File: src/shared/sfec_pkg.sv
`default_nettype none
package sfec_pkg;

   ////////////////////////////////////////////////////////////////////////////
   // opcodes, taken most significant bit first
   localparam logic [7:0] OP_ARRAY_ERASE  = 8'hc7;
   localparam logic [7:0] OP_SECTOR_ERASE = 8'hd8;

   ////////////////////////////////////////////////////////////////////////////
   // address field layout
   localparam int         ADDR_W       = 24;
   localparam int         ADDR_BYTES   = 3;
   localparam int         CAP_BITS_DEF = 24;
   localparam int         SEC_BITS_DEF = 16;
   localparam logic [23:0] ADDR_ONES   = 24'hffffff;

   ////////////////////////////////////////////////////////////////////////////
   // self-timed cycle lengths
   localparam longint unsigned CLK_HZ                  = 25_000_000;
   localparam longint unsigned PAGE_WRITE_TIME_US      = 1500;
   localparam longint unsigned STATUS_WRITE_TIME_US    = 5000;
   localparam longint unsigned SECTOR_ERASE_TIME_MS    = 2000;
   localparam longint unsigned ARRAY_ERASE_TIME_MS     = 3000;
   localparam longint unsigned PAGE_WRITE_CYCLES   = PAGE_WRITE_TIME_US * CLK_HZ / 1_000_000;
   localparam longint unsigned STATUS_WRITE_CYCLES = STATUS_WRITE_TIME_US * CLK_HZ / 1_000_000;
   localparam longint unsigned SECTOR_ERASE_CYCLES = SECTOR_ERASE_TIME_MS * CLK_HZ / 1000;
   localparam longint unsigned ARRAY_ERASE_CYCLES  = ARRAY_ERASE_TIME_MS * CLK_HZ / 1000;
   localparam int              TIMER_W             = 40;

   ////////////////////////////////////////////////////////////////////////////
   // reset values
   localparam logic [2:0] PINS_RST = 3'h4;

   ////////////////////////////////////////////////////////////////////////////
   // types
   typedef enum logic [4:0] {
      ST_IDLE   = 5'h01,
      ST_ARRAY  = 5'h02,
      ST_SECTOR = 5'h04,
      ST_PAGE   = 5'h08,
      ST_STATUS = 5'h10
   } sfec_state_t;

   typedef struct packed {
      logic cs_n;
      logic sclk;
      logic sdi;
   } sfec_pins_t;

   typedef struct packed {
      logic              valid;
      logic              whole;
      logic [ADDR_W-1:0] base;
   } sfec_erase_t;

   // keep only in-capacity bits above the sector offset
   function automatic logic [23:0] sfec_align(input logic [23:0] a,
                                              input int          cap_bits,
                                              input int          sec_bits);
      sfec_align = a & (ADDR_ONES >> (ADDR_W - cap_bits)) & (ADDR_ONES << sec_bits);
   endfunction : sfec_align

endpackage : sfec_pkg
`default_nettype wire

File: src/logic/sfec_erase_ctrl.sv
`default_nettype none
module sfec_erase_ctrl
   import sfec_pkg::*;
#(
   parameter int              CAP_BITS       = CAP_BITS_DEF,
   parameter int              SECTOR_BITS    = SEC_BITS_DEF,
   parameter logic [7:0]      OP_WRITE_EN    = 8'h06,
   parameter logic [7:0]      OP_WRITE_DIS   = 8'h04,
   parameter longint unsigned PAGE_CYCLES    = PAGE_WRITE_CYCLES,
   parameter longint unsigned STATUS_CYCLES  = STATUS_WRITE_CYCLES,
   parameter longint unsigned SECTOR_CYCLES  = SECTOR_ERASE_CYCLES,
   parameter longint unsigned ARRAY_CYCLES   = ARRAY_ERASE_CYCLES
) (
   // clock and reset
   input  wire logic  ref_clk,
   input  wire logic  nrst,
   // serial link pins
   input  wire logic  chip_select_n,
   input  wire logic  serial_clock,
   input  wire logic  serial_data_in,
   // self-timed write requests from same-clock logic
   input  wire logic  page_write_start,
   input  wire logic  status_write_start,
   // status
   output logic       wip,
   output logic       wel,
   output logic       active,
   // command to the array
   output var sfec_erase_t erase_cmd
);

   ////////////////////////////////////////////////////////////////////////////
   // pin synchronisation and edges
   sfec_pins_t  pins_raw;
   sfec_pins_t  pins_s;
   logic        sclk_d_reg;
   logic        cs_d_reg;
   logic        sclk_rise;
   logic        cs_rise;

   assign pins_raw = {chip_select_n, serial_clock, serial_data_in};

   sfec_sync #(
      .W       ($bits(sfec_pins_t)),
      .RST_VAL (PINS_RST)
   ) u_sync (
      .ref_clk (ref_clk),
      .nrst    (nrst),
      .d       (pins_raw),
      .q       (pins_s)
   );

   // serial clock is only sampled, so it must stay well below ref_clk / 2
   always_ff @(posedge ref_clk or negedge nrst) begin
      if (!nrst) begin
         sclk_d_reg <= 1'b0;
         cs_d_reg   <= 1'b1;
      end else begin
         sclk_d_reg <= pins_s.sclk;
         cs_d_reg   <= pins_s.cs_n;
      end
   end

   assign sclk_rise = pins_s.sclk && !sclk_d_reg;
   assign cs_rise   = pins_s.cs_n && !cs_d_reg;

   ////////////////////////////////////////////////////////////////////////////
   // command shifter
   logic [6:0]  shift_reg;
   logic [2:0]  bit_cnt_reg;
   logic [2:0]  byte_cnt_reg;
   logic [7:0]  op_reg;
   logic [23:0] addr_reg;
   logic [7:0]  byte_in;

   assign byte_in = {shift_reg, pins_s.sdi};

   always_ff @(posedge ref_clk or negedge nrst) begin
      if (!nrst) begin
         shift_reg    <= 7'h0;
         bit_cnt_reg  <= 3'h0;
         byte_cnt_reg <= 3'h0;
         op_reg       <= 8'h0;
         addr_reg     <= 24'h0;
      end else if (pins_s.cs_n) begin
         bit_cnt_reg  <= 3'h0;
         byte_cnt_reg <= 3'h0;
      end else if (sclk_rise) begin
         shift_reg   <= byte_in[6:0];
         bit_cnt_reg <= bit_cnt_reg + 3'h1;
         if (bit_cnt_reg == 3'h7) begin
            if (byte_cnt_reg == 3'h0) begin
               op_reg <= byte_in;
            end else if (byte_cnt_reg <= 3'(ADDR_BYTES)) begin
               addr_reg <= {addr_reg[15:0], byte_in};
            end
            // saturate so long frames cannot wrap into a valid count
            if (byte_cnt_reg != 3'h7) begin
               byte_cnt_reg <= byte_cnt_reg + 3'h1;
            end
         end
      end
   end

   ////////////////////////////////////////////////////////////////////////////
   // decode at the end of a frame
   sfec_state_t state_reg;
   logic        idle;
   logic        framed;
   logic        array_go;
   logic        sector_go;
   logic        wren_go;
   logic        wrdi_go;
   logic        page_go;
   logic        stat_go;
   logic        start;

   assign idle   = (state_reg == ST_IDLE);
   assign framed = cs_rise && (bit_cnt_reg == 3'h0) && idle;

   assign array_go  = framed && (byte_cnt_reg == 3'h1) && (op_reg == OP_ARRAY_ERASE) && wel;
   assign sector_go = framed && (byte_cnt_reg == 3'h4) && (op_reg == OP_SECTOR_ERASE) && wel;
   assign wren_go   = framed && (byte_cnt_reg == 3'h1) && (op_reg == OP_WRITE_EN);
   assign wrdi_go   = framed && (byte_cnt_reg == 3'h1) && (op_reg == OP_WRITE_DIS);
   // link erase commands win over same-cycle local requests
   assign page_go   = page_write_start && wel && idle && !array_go && !sector_go;
   assign stat_go   = status_write_start && wel && idle && !array_go && !sector_go
                      && !page_write_start;
   assign start     = array_go || sector_go || page_go || stat_go;

   ////////////////////////////////////////////////////////////////////////////
   // self-timed cycle
   logic [TIMER_W-1:0] load_val;
   logic               timer_done;
   logic [23:0]        target_reg;

   always_comb begin
      load_val = TIMER_W'(STATUS_CYCLES);
      if (array_go) begin
         load_val = TIMER_W'(ARRAY_CYCLES);
      end else if (sector_go) begin
         load_val = TIMER_W'(SECTOR_CYCLES);
      end else if (page_go) begin
         load_val = TIMER_W'(PAGE_CYCLES);
      end
   end

   sfec_timer #(
      .W (TIMER_W)
   ) u_timer (
      .ref_clk (ref_clk),
      .nrst    (nrst),
      .load    (start),
      .count   (load_val),
      .done    (timer_done)
   );

   always_ff @(posedge ref_clk or negedge nrst) begin
      if (!nrst) begin
         state_reg <= ST_IDLE;
      end else if (array_go) begin
         state_reg <= ST_ARRAY;
      end else if (sector_go) begin
         state_reg <= ST_SECTOR;
      end else if (page_go) begin
         state_reg <= ST_PAGE;
      end else if (stat_go) begin
         state_reg <= ST_STATUS;
      end else if (timer_done) begin
         state_reg <= ST_IDLE;
      end
   end

   always_ff @(posedge ref_clk or negedge nrst) begin
      if (!nrst) begin
         wip <= 1'b0;
      end else if (start) begin
         wip <= 1'b1;
      end else if (timer_done) begin
         wip <= 1'b0;
      end
   end

   // latch cleared as the cycle starts
   // a fresh enable landing with a local start wins over the clear
   always_ff @(posedge ref_clk or negedge nrst) begin
      if (!nrst) begin
         wel <= 1'b0;
      end else if (wren_go) begin
         wel <= 1'b1;
      end else if (start || wrdi_go) begin
         wel <= 1'b0;
      end
   end

   always_ff @(posedge ref_clk or negedge nrst) begin
      if (!nrst) begin
         target_reg <= 24'h0;
      end else if (sector_go) begin
         target_reg <= sfec_align(addr_reg, CAP_BITS, SECTOR_BITS);
      end
   end

   // array filled with ones when the cycle ends
   always_ff @(posedge ref_clk or negedge nrst) begin
      if (!nrst) begin
         erase_cmd <= '0;
      end else begin
         erase_cmd.valid <= timer_done && (state_reg == ST_ARRAY || state_reg == ST_SECTOR);
         erase_cmd.whole <= (state_reg == ST_ARRAY);
         erase_cmd.base  <= (state_reg == ST_ARRAY) ? 24'h0 : target_reg;
      end
   end

   always_ff @(posedge ref_clk or negedge nrst) begin
      if (!nrst) begin
         active <= 1'b0;
      end else begin
         active <= !pins_s.cs_n || !idle || start;
      end
   end

   ////////////////////////////////////////////////////////////////////////////
   // checks
   a_array_start: assert property (@(posedge ref_clk) disable iff (!nrst)
      array_go |=> state_reg == ST_ARRAY && wip && !wel)
      else $error("array erase did not start");

   a_latch_drop: assert property (@(posedge ref_clk) disable iff (!nrst)
      $rose(wip) |-> !wel || $past(wren_go))
      else $error("latch still set in cycle");

   a_sector_start: assert property (@(posedge ref_clk) disable iff (!nrst)
      sector_go |=> state_reg == ST_SECTOR ##1 wip)
      else $error("sector erase did not start");

   a_sector_wel: assert property (@(posedge ref_clk) disable iff (!nrst)
      $rose(state_reg == ST_SECTOR) |-> $past(wel))
      else $error("sector erase without latch");

   a_no_wel_ignore: assert property (@(posedge ref_clk) disable iff (!nrst)
      (cs_rise && !wel && idle) |=> state_reg == ST_IDLE)
      else $error("erase ran without latch");

   a_unframed_ignore: assert property (@(posedge ref_clk) disable iff (!nrst)
      (cs_rise && bit_cnt_reg != 3'h0 && idle && !page_write_start && !status_write_start)
      |=> state_reg == ST_IDLE)
      else $error("unframed erase accepted");

   a_wip_state: assert property (@(posedge ref_clk) disable iff (!nrst)
      wip == (state_reg != ST_IDLE))
      else $error("progress flag out of step");

   a_fill_at_end: assert property (@(posedge ref_clk) disable iff (!nrst)
      erase_cmd.valid |-> !wip && $past(wip, 1))
      else $error("erase issued outside cycle end");

   a_sector_align: assert property (@(posedge ref_clk) disable iff (!nrst)
      (erase_cmd.valid && !erase_cmd.whole)
      |-> (erase_cmd.base & ~sfec_align(ADDR_ONES, CAP_BITS, SECTOR_BITS)) == 24'h0)
      else $error("sector base not masked");

   a_page_hold: assert property (@(posedge ref_clk) disable iff (!nrst)
      page_go |=> (state_reg == ST_PAGE && wip) [*2])
      else $error("page write ended early");

   a_status_hold: assert property (@(posedge ref_clk) disable iff (!nrst)
      stat_go |=> (state_reg == ST_STATUS && wip) [*2])
      else $error("status write ended early");

   a_active_mode: assert property (@(posedge ref_clk) disable iff (!nrst)
      (pins_s.cs_n && idle && !start) |=> !active)
      else $error("no standby after idle");

endmodule : sfec_erase_ctrl
`default_nettype wire

File: src/logic/sfec_sync.sv
`default_nettype none
module sfec_sync #(
   parameter int           W       = 3,
   parameter logic [W-1:0] RST_VAL = '0
) (
   // clock and reset
   input  wire logic         ref_clk,
   input  wire logic         nrst,
   // raw and synchronised levels
   input  wire logic [W-1:0] d,
   output logic      [W-1:0] q
);
   logic [W-1:0] meta_reg;

   // first stage feeds only the second
   always_ff @(posedge ref_clk or negedge nrst) begin
      if (!nrst) begin
         meta_reg <= RST_VAL;
         q        <= RST_VAL;
      end else begin
         meta_reg <= d;
         q        <= meta_reg;
      end
   end
endmodule : sfec_sync
`default_nettype wire

File: src/logic/sfec_timer.sv
`default_nettype none
module sfec_timer #(
   parameter int W = 40
) (
   // clock and reset
   input  wire logic         ref_clk,
   input  wire logic         nrst,
   // start and length
   input  wire logic         load,
   input  wire logic [W-1:0] count,
   // one-cycle end pulse
   output logic              done
);
   logic [W-1:0] cnt_reg;

   always_ff @(posedge ref_clk or negedge nrst) begin
      if (!nrst) begin
         cnt_reg <= '0;
      end else if (load) begin
         cnt_reg <= count;
      end else if (cnt_reg != '0) begin
         cnt_reg <= cnt_reg - W'(1);
      end
   end

   // a load of zero never ends; counts below one are not allowed
   always_ff @(posedge ref_clk or negedge nrst) begin
      if (!nrst) begin
         done <= 1'b0;
      end else begin
         done <= !load && (cnt_reg == W'(1));
      end
   end
endmodule : sfec_timer
`default_nettype wire

File: config.mk
export PLATFORM = sky130hd
export DESIGN_NAME = sfec_erase_ctrl
export DESIGN_NICKNAME = d
export VERILOG_FILES = /design/src/shared/sfec_pkg.sv /design/src/logic/sfec_erase_ctrl.sv /design/src/logic/sfec_sync.sv /design/src/logic/sfec_timer.sv
export SDC_FILE = /design/constraint.sdc
export NUM_CORES = 1
export LEC_CHECK = 0
export ABC_AREA = 0
export BUFFER_PORTS_ARGS = -buffer_cell sky130_fd_sc_hd__buf_4
export CAP_MARGIN = 20
export CORE_MARGIN = 1
export CORE_UTILIZATION = 31
export DETAILED_ROUTE_END_ITERATION = 8
export HOLD_SLACK_MARGIN = 0.08
export PLACE_DENSITY = 0.51
export SYNTH_ARGS = -nofsm -noshare
export SYNTH_HDL_FRONTEND = slang
export SYNTH_SLANG_ARGS = --single-unit
File: constraint.sdc
create_clock -name ref_clk -period 3.04 [get_ports ref_clk]
set_clock_uncertainty 0.05 [all_clocks]
set_input_delay 0.456 -clock ref_clk [delete_from_list [all_inputs] [get_ports ref_clk]]
set_output_delay 0.456 -clock ref_clk [all_outputs]
set_load 0.01 [all_outputs]
* Word level (Yosys, flattened, before mapping)
Index checks and enable logic that the tools add are counted.
Cells by class: $add $sub $neg 3, magnitude comparators 1, equal/unequal tests 12, muxes and demuxes 21, bitwise logic cells 2, reduce and logical (&&, ||, !) cells 52
Operators by type and width (count):
- $mux W40 | 2
- $eq A40 B1 Y1 const B | 1
- $reduce_bool A40 Y1 | 1
- $sub A40 B1 Y40 const B | 1
- $mux W27 | 1
- $mux W26 | 1
- $mux W5 | 5
- $mux W24 | 1
- $logic_and A1 B1 Y1 | 23
- $mux W3 | 6
- $mux W17 | 1
- $eq A8 B3 Y1 const B | 2
- $eq A8 B8 Y1 const B | 2
- $reduce_bool A2 Y1 | 6
- $logic_not A1 Y1 | 8
- $logic_or A1 B1 Y1 | 7
- $add A3 B1 Y3 const B | 2
- $eq A3 B3 Y1 const B | 2
- $logic_not A3 Y1 | 2
- $eq A5 B1 Y1 const B | 1
- $eq A5 B2 Y1 const B | 1
- $eq A5 B3 Y1 const B | 1
- $reduce_and A5 Y1 | 1
- $reduce_bool A5 Y1 | 1
- other kinds (8) | 12
Word-level totals: flip-flop bits (word level) 136, input port bits 7, output and inout bits 29, logic and storage cells 110

* Depth between registers and ports, before layout
Gate-level depths: netlist of run 1.
depth in word-level cells 15, mapped depth 9, gate-level depth less buffers 8

* Hierarchy
From an unflattened synthesis of run 1, not the netlist that was laid out.
Second synthesis, totals: cell total of the unflattened synthesis 516, area total of the unflattened synthesis 5800.6 um^2
By module, submodules not included:
- sfec_erase_ctrl | times used 1, cells an instance 234, area each 3159.3 um^2, seq. area each 1829.3 um^2
- sfec_timer | times used 1, cells an instance 276, area each 2488.6 um^2, seq. area each 1026.0 um^2
- sfec_sync | times used 1, cells an instance 6, area each 152.6 um^2, seq. area each 152.6 um^2

* Worst setup path after synthesis of run 1
OpenSTA, ideal clock, no wires.
path kind flip-flop to flip-flop, start point register u_sync.q[2], end point register u_timer.cnt_reg[10], setup time 0.132 ns, arrival 2.428 ns, data required time 2.858 ns, setup slack 0.430 ns, cell stages (with the launch flop) 9, path buffers 3, clock period less this slack 2.610 ns, cell sequence dfstp_2 > clkbuf_1 > nor4bb_1 > nand4b_1 > nor4_2 > or3_1 > clkbuf_1 > clkbuf_1 > nor2_1
On the way: longest elaborated chain between the ends 12, elaborated cells on any way between the ends 23
RTL lines:
- start: declaration | RTL line sfec_sync.sv:11 | output logic [W-1:0] q
- start signal: assignment | RTL line sfec_sync.sv:22 | q <= meta_reg;
- $logic_and A1 B1 Y1 (*) | RTL line sfec_erase_ctrl.sv:65 | assign cs_rise = pins_s.cs_n && !cs_d_reg;
- $logic_and A1 B1 Y1 (*) (2 in a row) | RTL line sfec_erase_ctrl.sv:119 | assign framed = cs_rise && (bit_cnt_reg == 3'h0) && idle;
- $logic_and A1 B1 Y1 (3 in a row) | RTL line sfec_erase_ctrl.sv:121 | assign array_go = framed && (byte_cnt_reg == 3'h1) && (op_reg == OP_ARRAY_ERASE) && wel;
- $logic_not A1 Y1 | RTL line sfec_erase_ctrl.sv:126, sfec_erase_ctrl.sv:127
- $logic_and A1 B1 Y1 (on tied branches) (2 in a row) | RTL line sfec_erase_ctrl.sv:126, sfec_erase_ctrl.sv:127
- $logic_or A1 B1 Y1 or $logic_and A1 B1 Y1 (tied branches) | RTL line sfec_erase_ctrl.sv:129, sfec_erase_ctrl.sv:128
- $logic_or A1 B1 Y1 | RTL line sfec_erase_ctrl.sv:129 | assign start = array_go || sector_go || page_go || stat_go;
- $mux W40 or $reduce_bool A2 Y1 (tied branches)
- end signal: assignment | RTL line sfec_timer.sv:20 | cnt_reg <= count;
- end signal: assignment | RTL line sfec_timer.sv:22 | cnt_reg <= cnt_reg - W'(1);
- end: declaration | RTL line sfec_timer.sv:14 | logic [W-1:0] cnt_reg;
Every way passes the cells marked *; elsewhere a longest branch is shown, timed or not. A chain may end at the register's enable or synchronous reset.

* Worst setup path in the final report of run 1
start point register u_timer.cnt_reg[0], end point register u_timer.cnt_reg[26]
On the way: longest elaborated chain between the ends 3, elaborated cells on any way between the ends 5
RTL lines:
- $sub A40 B1 Y40 | RTL line sfec_timer.sv:22
- $mux W40 | RTL line sfec_timer.sv:21 | end else if (cnt_reg != '0) begin
- $mux W40 | RTL line sfec_timer.sv:19 | end else if (load) begin
Several ways; a longest one is shown, not always the timed one. The select of a mux whose other input is x is not followed.

==> results of run 1 <==
==> kinds of logic (layout without fill, tap and decap cells) <==
group,after synthesis,count (layout),share of synthesized area (%)
compound gates,36,36,4.325
mux,42,42,8.536
other cells,1,16,0.06822
xor+xnor,35,35,5.577
simple gates,208,208,19.78
buf+inv,46,82,4.484
flops,120,120,54.72
fa+ha+maj,11,11,2.504
==> power groups by stage <==
stage | Clock (mW) | Sequential [mW] | Combinational, mW
after CTS | 2.11 | 1.69 | 0.111
after detailed placement | 0 | 1.72 | 0.110
final | 2.06 | 1.69 | 0.108
after global routing | 2.18 | 1.69 | 0.124
after floorplan | 0 | 1.70 | 0.0718
after global placement | 0 | 1.72 | 0.106
==> layout by cell type (no fill, tap or decap), types with 3 or more instances in the layout <==
cell type and count:
dfrtp_1 116, nand2_1 59, nor2_1 47, mux2_2 39, buf_4 34, xnor2_1 26
nor4_1 21, a21oi_1 18, clkbuf_16 17, conb_1 16, nor3_1 15, inv_1 12
ha_1 11, and2_1 10, nand3_1 10, xor2_1 9, or3_1 6, o21ai_0 5
nor4_2 4, or4_4 4, or4_1 4, a21o_1 4, dfstp_2 4, nor4b_1 3
or2_2 3, mux2i_1 3, bufinv_16 3, clkinvlp_4 3
==> path summary, 6_finish.rpt <==
path / startpoint / end / slack, ns / depth (start not counted)
worst max register to register: u_timer.cnt_reg[0] / u_timer.cnt_reg[26] / 0.23 / 7
worst min-delay path: serial_clock / u_sync.meta_reg[1] / 0.10 / 1
min in group asynchronous: nrst / u_timer.cnt_reg[32] / 0.51 / 2
worst max-delay path: u_timer.cnt_reg[0] / u_timer.cnt_reg[26] / 0.23 / 7
worst min register to register: u_sync.meta_reg[0] / u_sync.q[0] / 0.30 / 0
max in group asynchronous: nrst / op_reg[0] / 1.70 / 3
==> final cells by class <==
| type | instances | area [um2] |
|---|---|---|
| Fill cell | 1695 | 10720 |
| Sequential cell | 120 | 3008 |
| Multi-Input combinational cell | 348 | 2317 |
| Clock buffer | 19 | 442.9 |
| Timing Repair Buffer | 38 | 315.3 |
| Tap cell | 225 | 281.5 |
| Clock inverter | 13 | 168.9 |
| Inverter | 12 | 45.04 |
==> metal layers <==
layer  routed length (um)  part of all wire (%)
met3                  414                   3.8
met1                 5236                    48
met4                  155                   1.4
met5                    0                     0
met2                 5044                    46
==> per-stage QoR <==
stage               hold WS (ns)  utilization [%]  total power, mW
global route             0.08164            38.04            3.996
global placement          0.2865            34.38            1.824
detailed placement        0.2863            34.38            1.828
floorplan                 0.1104                -            1.771
finish                    0.1033            38.04            3.856
CTS                      0.08098            37.98            3.910
==> what timing repair did <==
action / 4_1_cts / 5_1_grt
hold buffers: 1 / 1
endpoints found under the setup margin: 0 / 0
endpoints found under the hold margin: 32 / 1
==> flow_summary.json, run 1 <==
{
  "outcome": "completed",
  "grt_use_total_pct": 13.08,
  "async_flop_share_pct": 100.0,
  "critPathTopFamily": "simple AND/OR/NAND/NOR gates",
  "syn2layout_area_growth_pct": 19.69,
  "critPathMaxStageDelay_ns": 0.69,
  "synth_seq_area_share_pct": 54.72,
  "p_comb_share_pct": 2.8,
  "placed_cell_area_um2": 5947,
  "drive_above_1_share_pct": 23.64,
  "slew_violations": 0,
  "nets": 555,
  "placementRows": 48,
  "rsz0062_at_grt": "false",
  "yosysMostFrequentCell": "dfrtp_1",
  "largest_reg_flops": 40,
  "place_ws_ns": 0.2355,
  "clock_path_buffers": 2,
  "worstSkewPairLatency_ns": 0.41,
  "timing.final.crit_period_ns": 2.812,
  "grt_pass1_vias": 3748,
  "vias": 3622,
  "drv_cap": 0,
  "arrival_ns": 3.06,
  "dp_hpwl_mm": 7.630,
  "path_clk_slew_ns": 0.06,
  "initial_core_util_pct": 31.78,
  "critPathCaptureType": "register",
  "synth_edf_count": 0,
  "vias_per_cell": 4.674,
  "cts-root-buf": "clkbuf_16",
  "critPathKind": "register to register",
  "tightest_slew_ns": 0.5014,
  "synth_cells": 499,
  "die_h_um": 135.2,
  "final_hold_viol_count": 0,
  "grtUsageMet2_pct": 20.51,
  "dr.pass1.iters": 4,
  "grt_pass1_wl_mm": 18.53,
  "yosysUniqueCellTypes": 52,
  "cts_setup_buffers": 0,
  "synthTopCellsByCount": "116 x dfrtp_1, 59 x nand2_1, 47 x nor2_1",
  "sequentialPowerShare_pct": 43.7,
  "synth_top_area_cell": "dfrtp_1",
  "switching_share_pct": 21.87,
  "antenna_cells": 0,
  "antenna_found_initial": 0,
  "avgSynthCellArea_um2": 11.02,
  "cts_tree": "built",
  "grt_max_degree": 61,
  "grt.overflow.total": 0,
  "ys_ff_latch": 120,
  "finalSetupViolations": 0,
  "cts.sinks": 120,
  "yosys_warnings": 0,
  "power_switching_mw": 0.8433,
  "fin_crit_sh_pct": 92.51,
  "fin_ws_ns": 0.2278,
  "drt-total-wl_mm": 10.85,
  "ir_drop_mv": 0.4185,
  "port_buffers": 19,
  "drcViolationCount": 0,
  "pin_count": 36,
  "internal-power_mw": 3.013,
  "core_um2": 17300,
  "p_per_area_nw_per_um2": 586.2,
  "grtUsageMet1_pct": 16.71,
  "die_w_um": 135.2,
  "dp_cells": 741,
  "place.gp.congestion": 0.7719,
  "final_area_um2": 6579,
  "ys.flop_type": "dfrtp_1",
  "clkPwrFrac_pct": 53.5,
  "power.leakage_nw": 2.968,
  "synthTopCellsByArea": "dfrtp_1 53%, mux2_2 8.0%, xnor2_1 4.1%",
  "crit_path_cell_trace": "inv_1 -> ha_1 -> or4b_2 -> or4_1 -> nor4_1 -> xor2_1 -> a31o_2",
  "holdCritPathClass": "input port to register",
  "syn_area_um2": 5497,
  "fin_setup_tns_ns": 0,
  "htreeDepth": 4,
  "synth_top_area_share_pct": 52.81,
  "use_met3_pct": 4.377,
  "crit_fanout": 6,
  "critPathSlowestCell": "or4b_2",
  "maxSlewHeadroom_pct": 66.26,
  "grt.busiest_layer": "met2",
  "cp_num_buf_inv": 1,
  "ant_nets": 0,
  "final_cells": 775,
  "drt_iter0_markers": 148,
  "cts_made_buffers": 17,
  "wl_per_cell_um": 14.00,
  "die_area_um2": 18270,
  "cts_resized": 0,
  "worstPathRequired_ns": 3.28,
  "worstSetupStartpointType": "register",
  "maxClockFrequency_mhz": 355.6
}
(Power assumes the default switching activity.)
==> run 2: changes to the inputs <==
--- a/config.mk
+++ b/config.mk
@@ -13,6 +13,7 @@
 export DETAILED_ROUTE_END_ITERATION = 8
 export HOLD_SLACK_MARGIN = 0.08
 export PLACE_DENSITY = 0.51
+export RECOVER_POWER = 100
 export SYNTH_ARGS = -nofsm -noshare
 export SYNTH_HDL_FRONTEND = slang
 export SYNTH_SLANG_ARGS = --single-unit
==> constraint.sdc (replaced) <==
create_clock -name ref_clk -period 3.04 [get_ports ref_clk]
set_clock_uncertainty 0.05 [all_clocks]
set_input_delay 0.608 -clock ref_clk [delete_from_list [all_inputs] [get_ports ref_clk]]
set_output_delay 0.608 -clock ref_clk [all_outputs]
set_load 0.01 [all_outputs]
==> run 2 against run 1 <==
Core utilization down 0.72 points. Maximum frequency is 1.6% lower. Highest routed layer unchanged. First-iteration DRC count is 2.0% higher. Hold slack gained 0.15 ns. Combinational power shrank 6%. Largest power group unchanged. Sequential power about the same. Register-to-register slack got worse by 0.05 ns. Sequential cell count did not move. Worst setup slack got worse by 0.047 ns. Critical path depth decreased by 1.
==> flow_summary.json, run 2 (synthesis results as in run 1) <==
{
  "outcome": "completed",
  "antenna_found_initial": 0,
  "placed_cell_area_um2": 5952,
  "htreeDepth": 4,
  "vias": 3600,
  "critPathCaptureType": "register",
  "internal-power_mw": 3.023,
  "grt.overflow.total": 0,
  "core_um2": 17300,
  "crit_path_cell_trace": "or4_1 -> or3_1 -> or4_1 -> and2_0 -> a21oi_1 -> nor2_1",
  "fin_crit_sh_pct": 94.04,
  "switching_share_pct": 21.32,
  "hp-start": "chip_select_n",
  "cts.sinks": 120,
  "drcViolationCount": 0,
  "place_ws_ns": 0.2288,
  "cts-root-buf": "clkbuf_16",
  "fin_ws_ns": 0.1811,
  "drt_iter0_markers": 151,
  "crit_start": "u_timer.cnt_reg[19]",
  "vias_per_cell": 4.645,
  "p_per_area_nw_per_um2": 595.4,
  "crit_fanout": 10,
  "antenna_cells": 0,
  "power.leakage_nw": 2.878,
  "worstSetupStartpointType": "register",
  "wl_per_cell_um": 14.27,
  "ir_drop_mv": 0.3764,
  "critPathSlowestCell": "or4_1",
  "cts_made_buffers": 17,
  "critPathTopFamily": "simple AND/OR/NAND/NOR gates",
  "dp_hpwl_mm": 7.733,
  "holdCritPathClass": "input port to register",
  "drt-total-wl_mm": 11.06,
  "whs_ns": 0.2534,
  "maxClockFrequency_mhz": 349.8,
  "cts_tree": "built",
  "rsz0062_at_grt": "false",
  "finalPower_mw": 3.842,
  "critPathKind": "register to register",
  "path_clk_slew_ns": 0.06,
  "fin_setup_tns_ns": 0,
  "ant_nets": 0,
  "finalSetupViolations": 0,
  "final_area_um2": 6454,
  "cp_num_buf_inv": 0,
  "pin_count": 36,
  "grt_use_total_pct": 13.19,
  "dp_cells": 742,
  "placementRows": 48,
  "critPathMaxStageDelay_ns": 0.74,
  "die_area_um2": 18270,
  "timing.rr.start": "u_timer.cnt_reg[19]",
  "power_switching_mw": 0.8194,
  "port_buffers": 19,
  "worstPathRequired_ns": 3.29,
  "worstSkewPairLatency_ns": 0.42,
  "syn2layout_area_growth_pct": 17.41,
  "grt_pass1_vias": 3734,
  "cts_resized": 0,
  "dr.pass1.iters": 4,
  "slew_violations": 0,
  "timing.final.crit_period_ns": 2.859,
  "final_cells": 775,
  "arrival_ns": 3.11,
  "final_common_cell": "dfrtp_1",
  "final_cell_mix": "116 x dfrtp_1, 59 x nand2_1, 48 x nor2_1",
  "critPathMostFrequentCell": "or4_1",
  "nets": 555,
  "clkPwrFrac_pct": 53.4,
  "initial_core_util_pct": 31.78,
  "drive_above_1_share_pct": 19.45,
  "drv_cap": 0,
  "tightest_slew_ns": 0.9639,
  "die_h_um": 135.2,
  "die_w_um": 135.2,
  "final_hold_viol_count": 0,
  "grt_max_degree": 71,
  "clock_path_buffers": 2,
  "largest_reg_flops": 40,
  "grt_pass1_wl_mm": 18.54,
  "p_comb_share_pct": 2.6,
  "sequentialPowerShare_pct": 44.0,
  "place.gp.congestion": 0.7928,
  "fin_util_pct": 37.31,
  "maxSlewHeadroom_pct": 35.74
}
==> run 2: cell count changes in the layout (fill, tap and decap cells not counted), moves of 2 or more <==
cell      before  now
buf_4         34   12
clkbuf_1       1   20
and2_0         0    6
and2_1        10    4
clkbuf_4       0    5
clkbuf_2       0    3
buf_12         2    0
clkinv_4       2    4
inv_6          2    0
==> run 2: path summary, 6_finish.rpt <==
path                            slack, ns  depth (start not counted)                 end
worst max-delay path                 0.18                          6  u_timer.cnt_reg[9]
worst min-delay path                 0.25                          1  u_sync.meta_reg[2]
worst max register to register       0.18                          6  u_timer.cnt_reg[9]
worst min register to register       0.31                          0         u_sync.q[1]
max in group asynchronous            0.57                          3         addr_reg[5]
min in group asynchronous            0.81                          2  u_timer.cnt_reg[5]
==> run 2: layout make-up <==
cell class | instances | area [um2]
Tap cell | 225 | 281.5
Timing Repair Buffer | 38 | 216.5
Fill cell | 1706 | 10840
Clock inverter | 10 | 145.1
Inverter | 12 | 45.04
Clock buffer | 22 | 464.2
Multi-Input combinational cell | 348 | 2293
Sequential cell | 120 | 3008
==> run 2: power by group through the flow <==
stage | sequential [mW] | combinational [mW] | clock, mW
after floorplan | 1.70 | 0.0718 | 0
after global placement | 1.72 | 0.106 | 0
after detailed placement | 1.72 | 0.108 | 0
after CTS | 1.69 | 0.110 | 2.09
after global routing | 1.70 | 0.115 | 2.17
final | 1.69 | 0.101 | 2.05
==> run 2: metal layers <==
| metal | up-vias | GRT usage (%) | routed length (um) | part of all wire (%) |
|---|---|---|---|---|
| met4 | 0 | 5.805 | 229 | 2.1 |
| met2 | 57 | 20.00 | 5139 | 46 |
| met3 | 17 | 4.415 | 440 | 4.0 |
| met1 | 1750 | 17.04 | 5252 | 47 |
| li1 | 1776 | - | - | - |
| met5 | - | 0 | 0 | 0 |
==> run 2: worst register-to-register path: stages, from the launching register on <==
cell,delay (ns)
dfrtp_1,0.40
or4_1,0.60
or3_1,0.48
or4_1,0.74
and2_0,0.28
a21oi_1,0.16
nor2_1,0.05
==> run 2: timing repair <==
| action | in CTS | in global routing |
|---|---|---|
| buffers inserted | 0 | 0 |
| endpoints found under the hold margin | 14 | 0 |
| setup endpoints to repair | 0 | 0 |
| hold buffers | 1 | 0 |
